### src/common/asss_pkg.sv
// Constants and carrier types of the ADC sample streaming port.
// Assumes one 200 MHz clock and a host-driven mode 0 serial link.
package asss_pkg;

   // ---------------------------------------------
   // Clock and link timing
   // ---------------------------------------------
   localparam int CLK_PERIOD_NS       = 5;
   localparam int LINK_CLK_MIN_PER_NS = 1000;
   localparam int LINK_HALF_CYC       = LINK_CLK_MIN_PER_NS / (2 * CLK_PERIOD_NS);
   localparam int SYNC_STAGES         = 2;

   // ---------------------------------------------
   // Frame layout
   // ---------------------------------------------
   localparam int WORD_BITS    = 16;
   localparam int NUM_WORDS    = 5;
   localparam int FRAME_BITS   = 80;
   localparam int BIT_IDX_W    = 7;
   localparam int AVG_LOG2_W   = 3;
   localparam int AVG_MAX_LOG2 = 7;
   localparam int AVG_CNT_W    = 8;
   localparam int ACC_W        = WORD_BITS + AVG_MAX_LOG2;

   // ---------------------------------------------
   // Reset values and fixed register constants
   // ---------------------------------------------
   localparam logic [BIT_IDX_W-1:0] BIT_IDX_RST  = 7'h00;
   localparam logic [BIT_IDX_W-1:0] BIT_IDX_LAST = 7'h4F;
   localparam logic [AVG_CNT_W-1:0] AVG_CNT_RST  = 8'h00;
   localparam logic [AVG_CNT_W-1:0] AVG_CNT_ONE  = 8'h01;
   localparam logic [ACC_W-1:0]     ACC_RST      = 23'h00_0000;
   localparam logic [FRAME_BITS-1:0] FRAME_RST   = 80'h0000_0000_0000_0000_0000;
   // Link inputs at rest: select high, shift clock low.
   localparam logic [1:0]           LINK_SYNC_RST = 2'h2;

   // One sample set, current first so it leaves the port first.
   typedef struct packed {
      logic [WORD_BITS-1:0] current;
      logic [WORD_BITS-1:0] vin;
      logic [WORD_BITS-1:0] vout;
      logic [WORD_BITS-1:0] temp;
      logic [WORD_BITS-1:0] power;
   } asss_sample_t;

   // Host-driven link inputs.
   typedef struct packed {
      logic select_n;
      logic clock;
   } asss_link_t;

   // Monitor configuration from the management bus side.
   typedef struct packed {
      logic                  single_shot;
      logic [AVG_LOG2_W-1:0] avg_log2;
   } asss_cfg_t;

   typedef enum logic [2:0] {
      ST_IDLE  = 3'b001,
      ST_SHIFT = 3'b010,
      ST_DONE  = 3'b100
   } asss_state_t;

endpackage

### src/rtl/asss_sync.sv
// Two-flop synchronisers, one per bit, for inputs from outside the clock domain.
// Assumes the bits are independent levels.
module asss_sync #(
   parameter int               WIDTH   = 2,
   parameter logic [WIDTH-1:0] RST_VAL = '1
) (
   // Clock and reset
   input  wire logic             clk,
   input  wire logic             reset,
   // Data
   input  wire logic [WIDTH-1:0] async_in,
   output logic      [WIDTH-1:0] sync_out
);
   import asss_pkg::*;

   logic [WIDTH-1:0] meta_reg;

   generate
      if (WIDTH < 1) begin : g_chk
         $error("asss_sync width must be positive");
      end
      for (genvar i = 0; i < WIDTH; i++) begin : g_bit
         always_ff @(posedge clk or posedge reset) begin
            if (reset) begin
               meta_reg[i] <= RST_VAL[i];
               sync_out[i] <= RST_VAL[i];
            end else begin
               meta_reg[i] <= async_in[i];
               sync_out[i] <= meta_reg[i];
            end
         end
      end
   endgenerate

endmodule // asss_sync

### src/rtl/asss_avg.sv
// Averager of 2^N raw ADC sample sets, continuous or single-shot.
// Assumes raw sets arrive as one-cycle valid pulses on the same clock.
module asss_avg (
   // Clock and reset
   input  wire logic                   clk,
   input  wire logic                   reset,
   // Configuration and trigger
   input  wire asss_pkg::asss_cfg_t    cfg,
   input  wire logic                   start,
   // Raw ADC results
   input  wire asss_pkg::asss_sample_t raw,
   input  wire logic                   raw_valid,
   // Averaged result
   output asss_pkg::asss_sample_t      avg,
   output logic                        avg_valid
);
   import asss_pkg::*;

   // ---------------------------------------------
   // Sample counting
   // ---------------------------------------------
   logic [AVG_CNT_W-1:0]  cnt_reg;
   logic                  run_reg;
   wire  [AVG_CNT_W-1:0]  target    = AVG_CNT_ONE << cfg.avg_log2;
   wire                   take      = raw_valid & (~cfg.single_shot | run_reg);
   wire                   last      = take & (cnt_reg == target - AVG_CNT_ONE);
   wire  [FRAME_BITS-1:0] raw_flat  = raw;
   logic [FRAME_BITS-1:0] avg_flat;

   always_ff @(posedge clk or posedge reset) begin
      if (reset) begin
         cnt_reg   <= AVG_CNT_RST;
         run_reg   <= 1'b0;
         avg_valid <= 1'b0;
      end else begin
         avg_valid <= last;
         if (start) begin
            cnt_reg <= AVG_CNT_RST;
            run_reg <= 1'b1;
         end else if (last) begin
            cnt_reg <= AVG_CNT_RST;
            run_reg <= 1'b0;
         end else if (take) begin
            cnt_reg <= cnt_reg + AVG_CNT_ONE;
         end
      end
   end

   // ---------------------------------------------
   // Per-word accumulators
   // ---------------------------------------------
   generate
      for (genvar w = 0; w < NUM_WORDS; w++) begin : g_word
         logic [ACC_W-1:0] acc_reg;
         wire  [ACC_W-1:0] sum = acc_reg + {{AVG_MAX_LOG2{1'b0}}, raw_flat[w*WORD_BITS +: WORD_BITS]};
         wire  [ACC_W-1:0] shr = sum >> cfg.avg_log2;
         always_ff @(posedge clk or posedge reset) begin
            if (reset) begin
               acc_reg                            <= ACC_RST;
               avg_flat[w*WORD_BITS +: WORD_BITS] <= FRAME_RST[WORD_BITS-1:0];
            end else if (start || last) begin
               acc_reg <= ACC_RST;
               if (last) begin
                  avg_flat[w*WORD_BITS +: WORD_BITS] <= shr[WORD_BITS-1:0];
               end
            end else if (take) begin
               acc_reg <= sum;
            end
         end
      end
   endgenerate

   assign avg = avg_flat;

endmodule // asss_avg

### src/rtl/asss_stream.sv
// Streaming serial port that shifts out ADC sample frames to a host.
// Assumes the host drives select and shift clock; configuration arrives
// from the management bus logic as plain inputs.
//
// Behaviour
// - Configuration stays on management bus; port outputs only.
// - Three signals, shift clock up to 1 MHz.
// - Select low frames one output frame.
// - Mode 0: launch falling, host samples rising.
// - Device drives data only, never select or clock.
// - Fixed 80-bit frame, no header.
// - Select falling edge activates the port.
// - Single-shot: select fall starts a conversion.
// - Select rise stops shifting at once.
// - Each sample goes out MSB first.
// - Data out floats when not transmitting.
// - First bit at select fall, then clock falls.
// - Frame carries the preceding conversion result.
// - Average 2^N samples, N from 0 to 7.
module asss_stream (
   // Clock and reset
   input  wire logic                   clk,
   input  wire logic                   reset,
   // Host link pins
   input  wire logic                   stream_select_n,
   input  wire logic                   stream_clock,
   output logic                        stream_data_out,
   output logic                        stream_data_oe_n,
   // Monitor configuration from the management bus
   input  wire asss_pkg::asss_cfg_t    monitor_config_cmd,
   input  wire logic                   monitor_control_cmd,
   // ADC interface
   input  wire asss_pkg::asss_sample_t adc_raw,
   input  wire logic                   adc_raw_valid,
   output logic                        adc_convert_start,
   // Status
   output logic                        frame_active,
   output logic                        frame_complete
);
   import asss_pkg::*;

   // ---------------------------------------------
   // Elaboration checks
   // ---------------------------------------------
   generate
      if (FRAME_BITS != NUM_WORDS * WORD_BITS) begin : g_chk_frame
         $error("frame width does not match word layout");
      end
      if (LINK_HALF_CYC < 2 * SYNC_STAGES) begin : g_chk_rate
         $error("link clock too fast for the sampling clock");
      end
      if (FRAME_BITS > (1 << BIT_IDX_W)) begin : g_chk_idx
         $error("bit index too narrow for the frame");
      end
   endgenerate

   // ---------------------------------------------
   // Link input synchronisers
   // ---------------------------------------------
   asss_link_t link_async;
   asss_link_t link_sync;
   asss_link_t link_prev_reg;

   assign link_async.select_n = stream_select_n;
   assign link_async.clock    = stream_clock;

   asss_sync #(
      .WIDTH    ($bits(asss_link_t)),
      .RST_VAL  (LINK_SYNC_RST)
   ) u_sync (
      .clk      (clk),
      .reset    (reset),
      .async_in (link_async),
      .sync_out (link_sync)
   );

   always_ff @(posedge clk or posedge reset) begin
      if (reset) begin
         link_prev_reg <= LINK_SYNC_RST;
      end else begin
         link_prev_reg <= link_sync;
      end
   end

   // ---------------------------------------------
   // Edge decode
   // ---------------------------------------------
   wire sel_fall = link_prev_reg.select_n & ~link_sync.select_n;
   wire sel_rise = ~link_prev_reg.select_n & link_sync.select_n;
   wire sel_low  = ~link_sync.select_n;
   wire clk_fall = link_prev_reg.clock & ~link_sync.clock;

   // ---------------------------------------------
   // Sample averaging and holding
   // ---------------------------------------------
   asss_sample_t avg_sample;
   logic         avg_valid;
   asss_sample_t latest_reg;
   wire          shot_trig = sel_fall & monitor_config_cmd.single_shot;
   wire          avg_start = shot_trig | monitor_control_cmd;

   asss_avg u_avg (
      .clk       (clk),
      .reset     (reset),
      .cfg       (monitor_config_cmd),
      .start     (avg_start),
      .raw       (adc_raw),
      .raw_valid (adc_raw_valid),
      .avg       (avg_sample),
      .avg_valid (avg_valid)
   );

   // Holds the newest finished result; the frame copies it at select fall,
   // before the conversion started by that same edge can finish.
   always_ff @(posedge clk or posedge reset) begin
      if (reset) begin
         latest_reg <= FRAME_RST;
      end else if (avg_valid) begin
         latest_reg <= avg_sample;
      end
   end

   // ---------------------------------------------
   // Frame state machine
   // ---------------------------------------------
   asss_state_t            state_reg;
   asss_state_t            state_next;
   logic [FRAME_BITS-1:0]  shift_reg;
   logic [FRAME_BITS-1:0]  shift_next;
   logic [BIT_IDX_W-1:0]   idx_reg;
   logic [BIT_IDX_W-1:0]   idx_next;
   logic                   drive_next;
   logic                   bit_next;
   logic                   done_next;

   wire                    at_last = (idx_reg == BIT_IDX_LAST);
   wire [FRAME_BITS-1:0]   snap    = latest_reg;
   wire [FRAME_BITS-1:0]   shifted = {shift_reg[FRAME_BITS-2:0], 1'b0};

   always_comb begin
      state_next = state_reg;
      shift_next = shift_reg;
      idx_next   = idx_reg;
      drive_next = 1'b0;
      bit_next   = 1'b0;
      done_next  = 1'b0;
      case (state_reg)
         ST_IDLE: begin
            if (sel_fall) begin
               state_next = ST_SHIFT;
               shift_next = snap;
               idx_next   = BIT_IDX_RST;
               drive_next = 1'b1;
               bit_next   = snap[FRAME_BITS-1];
            end
         end
         ST_SHIFT: begin
            if (sel_rise || !sel_low) begin
               state_next = ST_IDLE;
            end else if (clk_fall && at_last) begin
               state_next = ST_DONE;
               done_next  = 1'b1;
            end else if (clk_fall) begin
               shift_next = shifted;
               idx_next   = idx_reg + 7'h01;
               drive_next = 1'b1;
               bit_next   = shifted[FRAME_BITS-1];
            end else begin
               drive_next = 1'b1;
               bit_next   = shift_reg[FRAME_BITS-1];
            end
         end
         ST_DONE: begin
            if (!sel_low) begin
               state_next = ST_IDLE;
            end
         end
         default: begin
            state_next = ST_IDLE;
         end
      endcase
   end

   always_ff @(posedge clk or posedge reset) begin
      if (reset) begin
         state_reg <= ST_IDLE;
         shift_reg <= FRAME_RST;
         idx_reg   <= BIT_IDX_RST;
      end else begin
         state_reg <= state_next;
         shift_reg <= shift_next;
         idx_reg   <= idx_next;
      end
   end

   // ---------------------------------------------
   // Registered outputs
   // ---------------------------------------------
   // Only the data pin is ever driven; select and clock are inputs alone.
   always_ff @(posedge clk or posedge reset) begin
      if (reset) begin
         stream_data_out   <= 1'b0;
         stream_data_oe_n  <= 1'b1;
         adc_convert_start <= 1'b0;
         frame_active      <= 1'b0;
         frame_complete    <= 1'b0;
      end else begin
         stream_data_out   <= bit_next;
         stream_data_oe_n  <= ~drive_next;
         adc_convert_start <= avg_start;
         frame_active      <= drive_next;
         frame_complete    <= done_next;
      end
   end

endmodule // asss_stream

### config.mk
export PLATFORM = sky130hd
export DESIGN_NAME = asss_stream
export DESIGN_NICKNAME = d
export VERILOG_FILES = /design/src/common/asss_pkg.sv /design/src/rtl/asss_sync.sv /design/src/rtl/asss_avg.sv /design/src/rtl/asss_stream.sv
export SDC_FILE = /design/constraint.sdc
export NUM_CORES = 1
export LEC_CHECK = 0
export BUFFER_PORTS_ARGS = -buffer_cell sky130_fd_sc_hd__buf_2
export CAP_MARGIN = 20
export CORE_ASPECT_RATIO = 0.7
export CORE_MARGIN = 2
export CORE_UTILIZATION = 36
export CTS_CLUSTER_DIAMETER = 30
export DETAILED_ROUTE_END_ITERATION = 12
export PLACE_DENSITY_LB_ADDON = 0.1
export SETUP_SLACK_MARGIN = 0.05
export SLEW_MARGIN = 20
export SYNTH_ARGS = -nofsm -noshare
export SYNTH_HDL_FRONTEND = slang
export SYNTH_SLANG_ARGS = --single-unit
### constraint.sdc
create_clock -name clk -period 17.4 [get_ports clk]
set_input_delay 3.48 -clock clk [delete_from_list [all_inputs] [get_ports clk]]
set_output_delay 3.48 -clock clk [all_outputs]
set_load 0.02 [all_outputs]
==> flow_summary.toml <==
[global_route]
grt.overflow.total = 0
grt_usage = 0.201
first_global_vias = 19069
antenna_found_initial = 0
grt_pass1_wl_mm = 108
grt_max_degree = 128

[route]
via_per_inst = 5.33
ant_nets = 0
drt_iter0_drc = 1285
wl_per_cell_um = 18.8
wirelength_mm = 66.9
first_pass_iters = 5
drc_errors = 0
dr_total_vias = 18971

[setup_path]
required_ns = 17.86
slowest_stage = "nand2_4"
crit_cells = 11
r2r_cells = 8
r2r_setup_slack_ns = 13.30
critPathBufInv = 4
worstPathCellList = "buf_4, inv_2, buf_4, nor2_1, o21ai_0, o21ai_0, xor2_1, or3_4, nand2_4, buf_4, nor3_1"
endpoint_kind = "flip-flop"
arrival_ns = 8.42
crit_type = "input pin to flip-flop"
worstReg2RegStart = "u_avg.run_reg$_DFFE_PP0P_"
max_stage_delay_ns = 0.70
path_delay_family = "buffers and inverters"
critical_path_peak_fanout = 65
start_kind = "input pin"
crit_top_cell = "buf_4"
rr_endpoint = "u_avg.g_word[2].acc_reg[7]$_DFFE_PP0P_"

[clock_tree]
clock-root-buffer = "clkbuf_16"
cts_resized = 0
post_cts_buffers = 0
cts_max_path_buffers = 3
holdBufCountCts = 0
h-tree-depth = 3
clock_sink_count = 386
cts_tree = "built"
clkSlewWorstSetupHoldPaths_ns = 0.04
numCtsBuffers = 93
clock_latency_ns = 0.62

[power]
p_sw_w = 0.000955
clockPowerShare = 0.537
power_density_nw_per_um2 = 121
seqPwrFrac = 0.292
intPower_w = 0.00241
combPwrFrac = 0.171
leakagePower_nw = 12.6
vdd_ir_drop_max_v = 0.0000694
switching_share = 0.284

[synth]
ys_seq_area_frac = 0.412
syn_area_um2 = 23500
synthTopCellsByArea = "dfrtp_1 41%, mux2i_1 7.7%, nand2_1 6.0%, a21oi_1 4.5%, ha_1 4.4%"
syn_inst = 2559
synth_warnings = 0
synth_top_cell_area_share = 0.406
synth_edf_count = 0
yosysUniqueCellTypes = 88
synth_top_area_cell = "dfrtp_1"
ys_ff_latch = 386
avgSynthCellArea_um2 = 9.18
synth_nets = 2737
synth_ff_type = "dfrtp_1"
synth-async-reset-ratio = 1.00

[timing]
slew_violations = 0
finalClockSkew_ns = 0.0255
post-route-period-util = 0.458
maxSlewHeadroom = 0.287
setup_viol = 0
tightest_slew_ns = 1.07
period_minus_slack_ns = 7.96
fmax_mhz = 126
grt_setup_unrepaired = "false"
finalHoldViolCount = 0
setup_tns_ns = 0

[final_layout]
final-instance-count-excl-fill = 3556
area_delta_synth_final_pct = 18.5
largest_reg_flops = 115
fin_nets = 2780
num_antenna_cells = 0
postLayoutCoreUtil = 0.431
drive_gt1_frac = 0.154

[place]
dp.cells = 3386
hpwl_mm = 44.7
portBuffers = 94
gp_congestion = 0.870

[floorplanning]
die_w_um = 309
num_rows = 78
io_pins = 95
start_util = 0.363
coreArea_um2 = 64600
die_h_um = 218
die-area_um2 = 67300

[worst_hold_path]
min_path_type = "flip-flop to flip-flop"
hold_path_depth = 0
hold_end = "u_sync.sync_out[0]$_DFF_PP0_"
min-delay-start = "u_sync.meta_reg[0]$_DFF_PP0_"

[outcome]
status = "completed"

[job]
cap_violations = 0
-- synthesized netlist by cell type (all sizes together), types with 7 or more instances --
cell,instances
nand2b,17
clkbuf,110
a22oi,13
a221oi,11
inv,43
o211ai,20
a21o,38
or2,7
mux2i,180
dfrtp,381
a31oi,26
o21a,15
and2,11
a211o,9
buf,57
nand2,375
or3,7
nor2b,9
nand3,52
mux2,92
xor2,66
o31ai,11
xnor2,86
nor3,24
nand4,28
a211oi,38
o22ai,10
o21ai,180
nor2,234
a21oi,214
and3,17
mux4,9
ha,83
-- area by class of cell --
type                       count  area [µm²]
clock buffer                 119        2600
clock inverter                50         696
fill                        6303       36800
inverter                      44         174
multi-input combinational   1962       12900
sequential                   386        9670
tap                          880        1100
timing repair buffer         115         646
-- kinds of logic (layout without fill, tap and decap cells) --
family	Yosys count	in the layout	synth area share
AOI/OAI and AO/OA	638	638	0.167
xor gates and xnor gates	152	152	0.0567
adders and majority gates	88	88	0.0485
buffers and inverters	211	328	0.0390
DFF	386	386	0.412
muxes	281	281	0.129
and+or+nand+nor	803	803	0.147
-- routing by layer --
metal | share of wire | vias up | global-route usage
li1 | - | 9206 | -
met1 | 0.50 | 9233 | 0.287
met2 | 0.44 | 420 | 0.310
met3 | 0.039 | 112 | 0.0355
met4 | 0.027 | 0 | 0.0610
met5 | 0 | - | 0
-- power groups by stage --
stage / logic [W] / registers, W / clock network (W)
floorplan: 0.000410 / 0.000981 / 0
global placement: 0.000569 / 0.000994 / 0
detailed placement: 0.000572 / 0.000995 / 0
global route: 0.000637 / 0.000987 / 0.00190
CTS: 0.000576 / 0.000982 / 0.00184
finish: 0.000575 / 0.000982 / 0.00181
-- placed cells by master (no fill, tap or decap), types with 15 or more instances in the layout --
cell type / n
a211oi_1: 38
a21o_1: 38
a21oi_1: 212
a31oi_1: 26
and3_1: 17
buf_2: 92
buf_4: 22
clkbuf_16: 94
clkbuf_8: 15
dfrtp_1: 380
ha_1: 83
inv_1: 39
mux2_2: 92
mux2i_1: 180
nand2_1: 374
nand2b_1: 17
nand3_1: 52
nand4_1: 28
nor2_1: 232
nor3_1: 22
o211ai_1: 20
o21a_1: 15
o21ai_0: 166
xnor2_1: 86
xor2_1: 66
-- metrics by stage --
stage	power (W)	setup slack [ns]	hold slack [ns]	cell area, µm²
2_1_floorplan	0.00139	3.20	0.331	23500
3_3_place_gp	0.00156	8.91	0.336	24500
3_5_place_dp	0.00157	8.82	0.346	24500
4_1_cts	0.00340	9.48	0.355	27800
5_1_grt	0.00352	9.08	0.359	27800
6_report	0.00336	9.44	0.355	27800
-- worst register-to-register path: cells and delay by family (launching register included) --
family | cells | cell delay [ns]
compound gates | 1 | 0.62
buf+inv | 2 | 0.80
simple gates | 5 | 2.14
flops | 1 | 0.38
-- how the worst max path moves through the flow --
stage	from	end	slack [ns]
6_report	monitor_config_cmd[0]	u_avg.g_word[2].acc_reg[7]$_DFFE_PP0P_	9.44
5_1_grt	monitor_config_cmd[0]	u_avg.g_word[2].acc_reg[7]$_DFFE_PP0P_	9.08
4_1_cts	monitor_config_cmd[0]	u_avg.g_word[2].acc_reg[7]$_DFFE_PP0P_	9.48
3_5_place_dp	monitor_config_cmd[0]	u_avg.g_word[2].acc_reg[7]$_DFFE_PP0P_	8.82
3_3_place_gp	monitor_config_cmd[0]	u_avg.g_word[0].acc_reg[7]$_DFFE_PP0P_	8.91
2_1_floorplan	reset	adc_convert_start$_DFF_PP0_	3.20
Power figures use the tool's default switching activity.
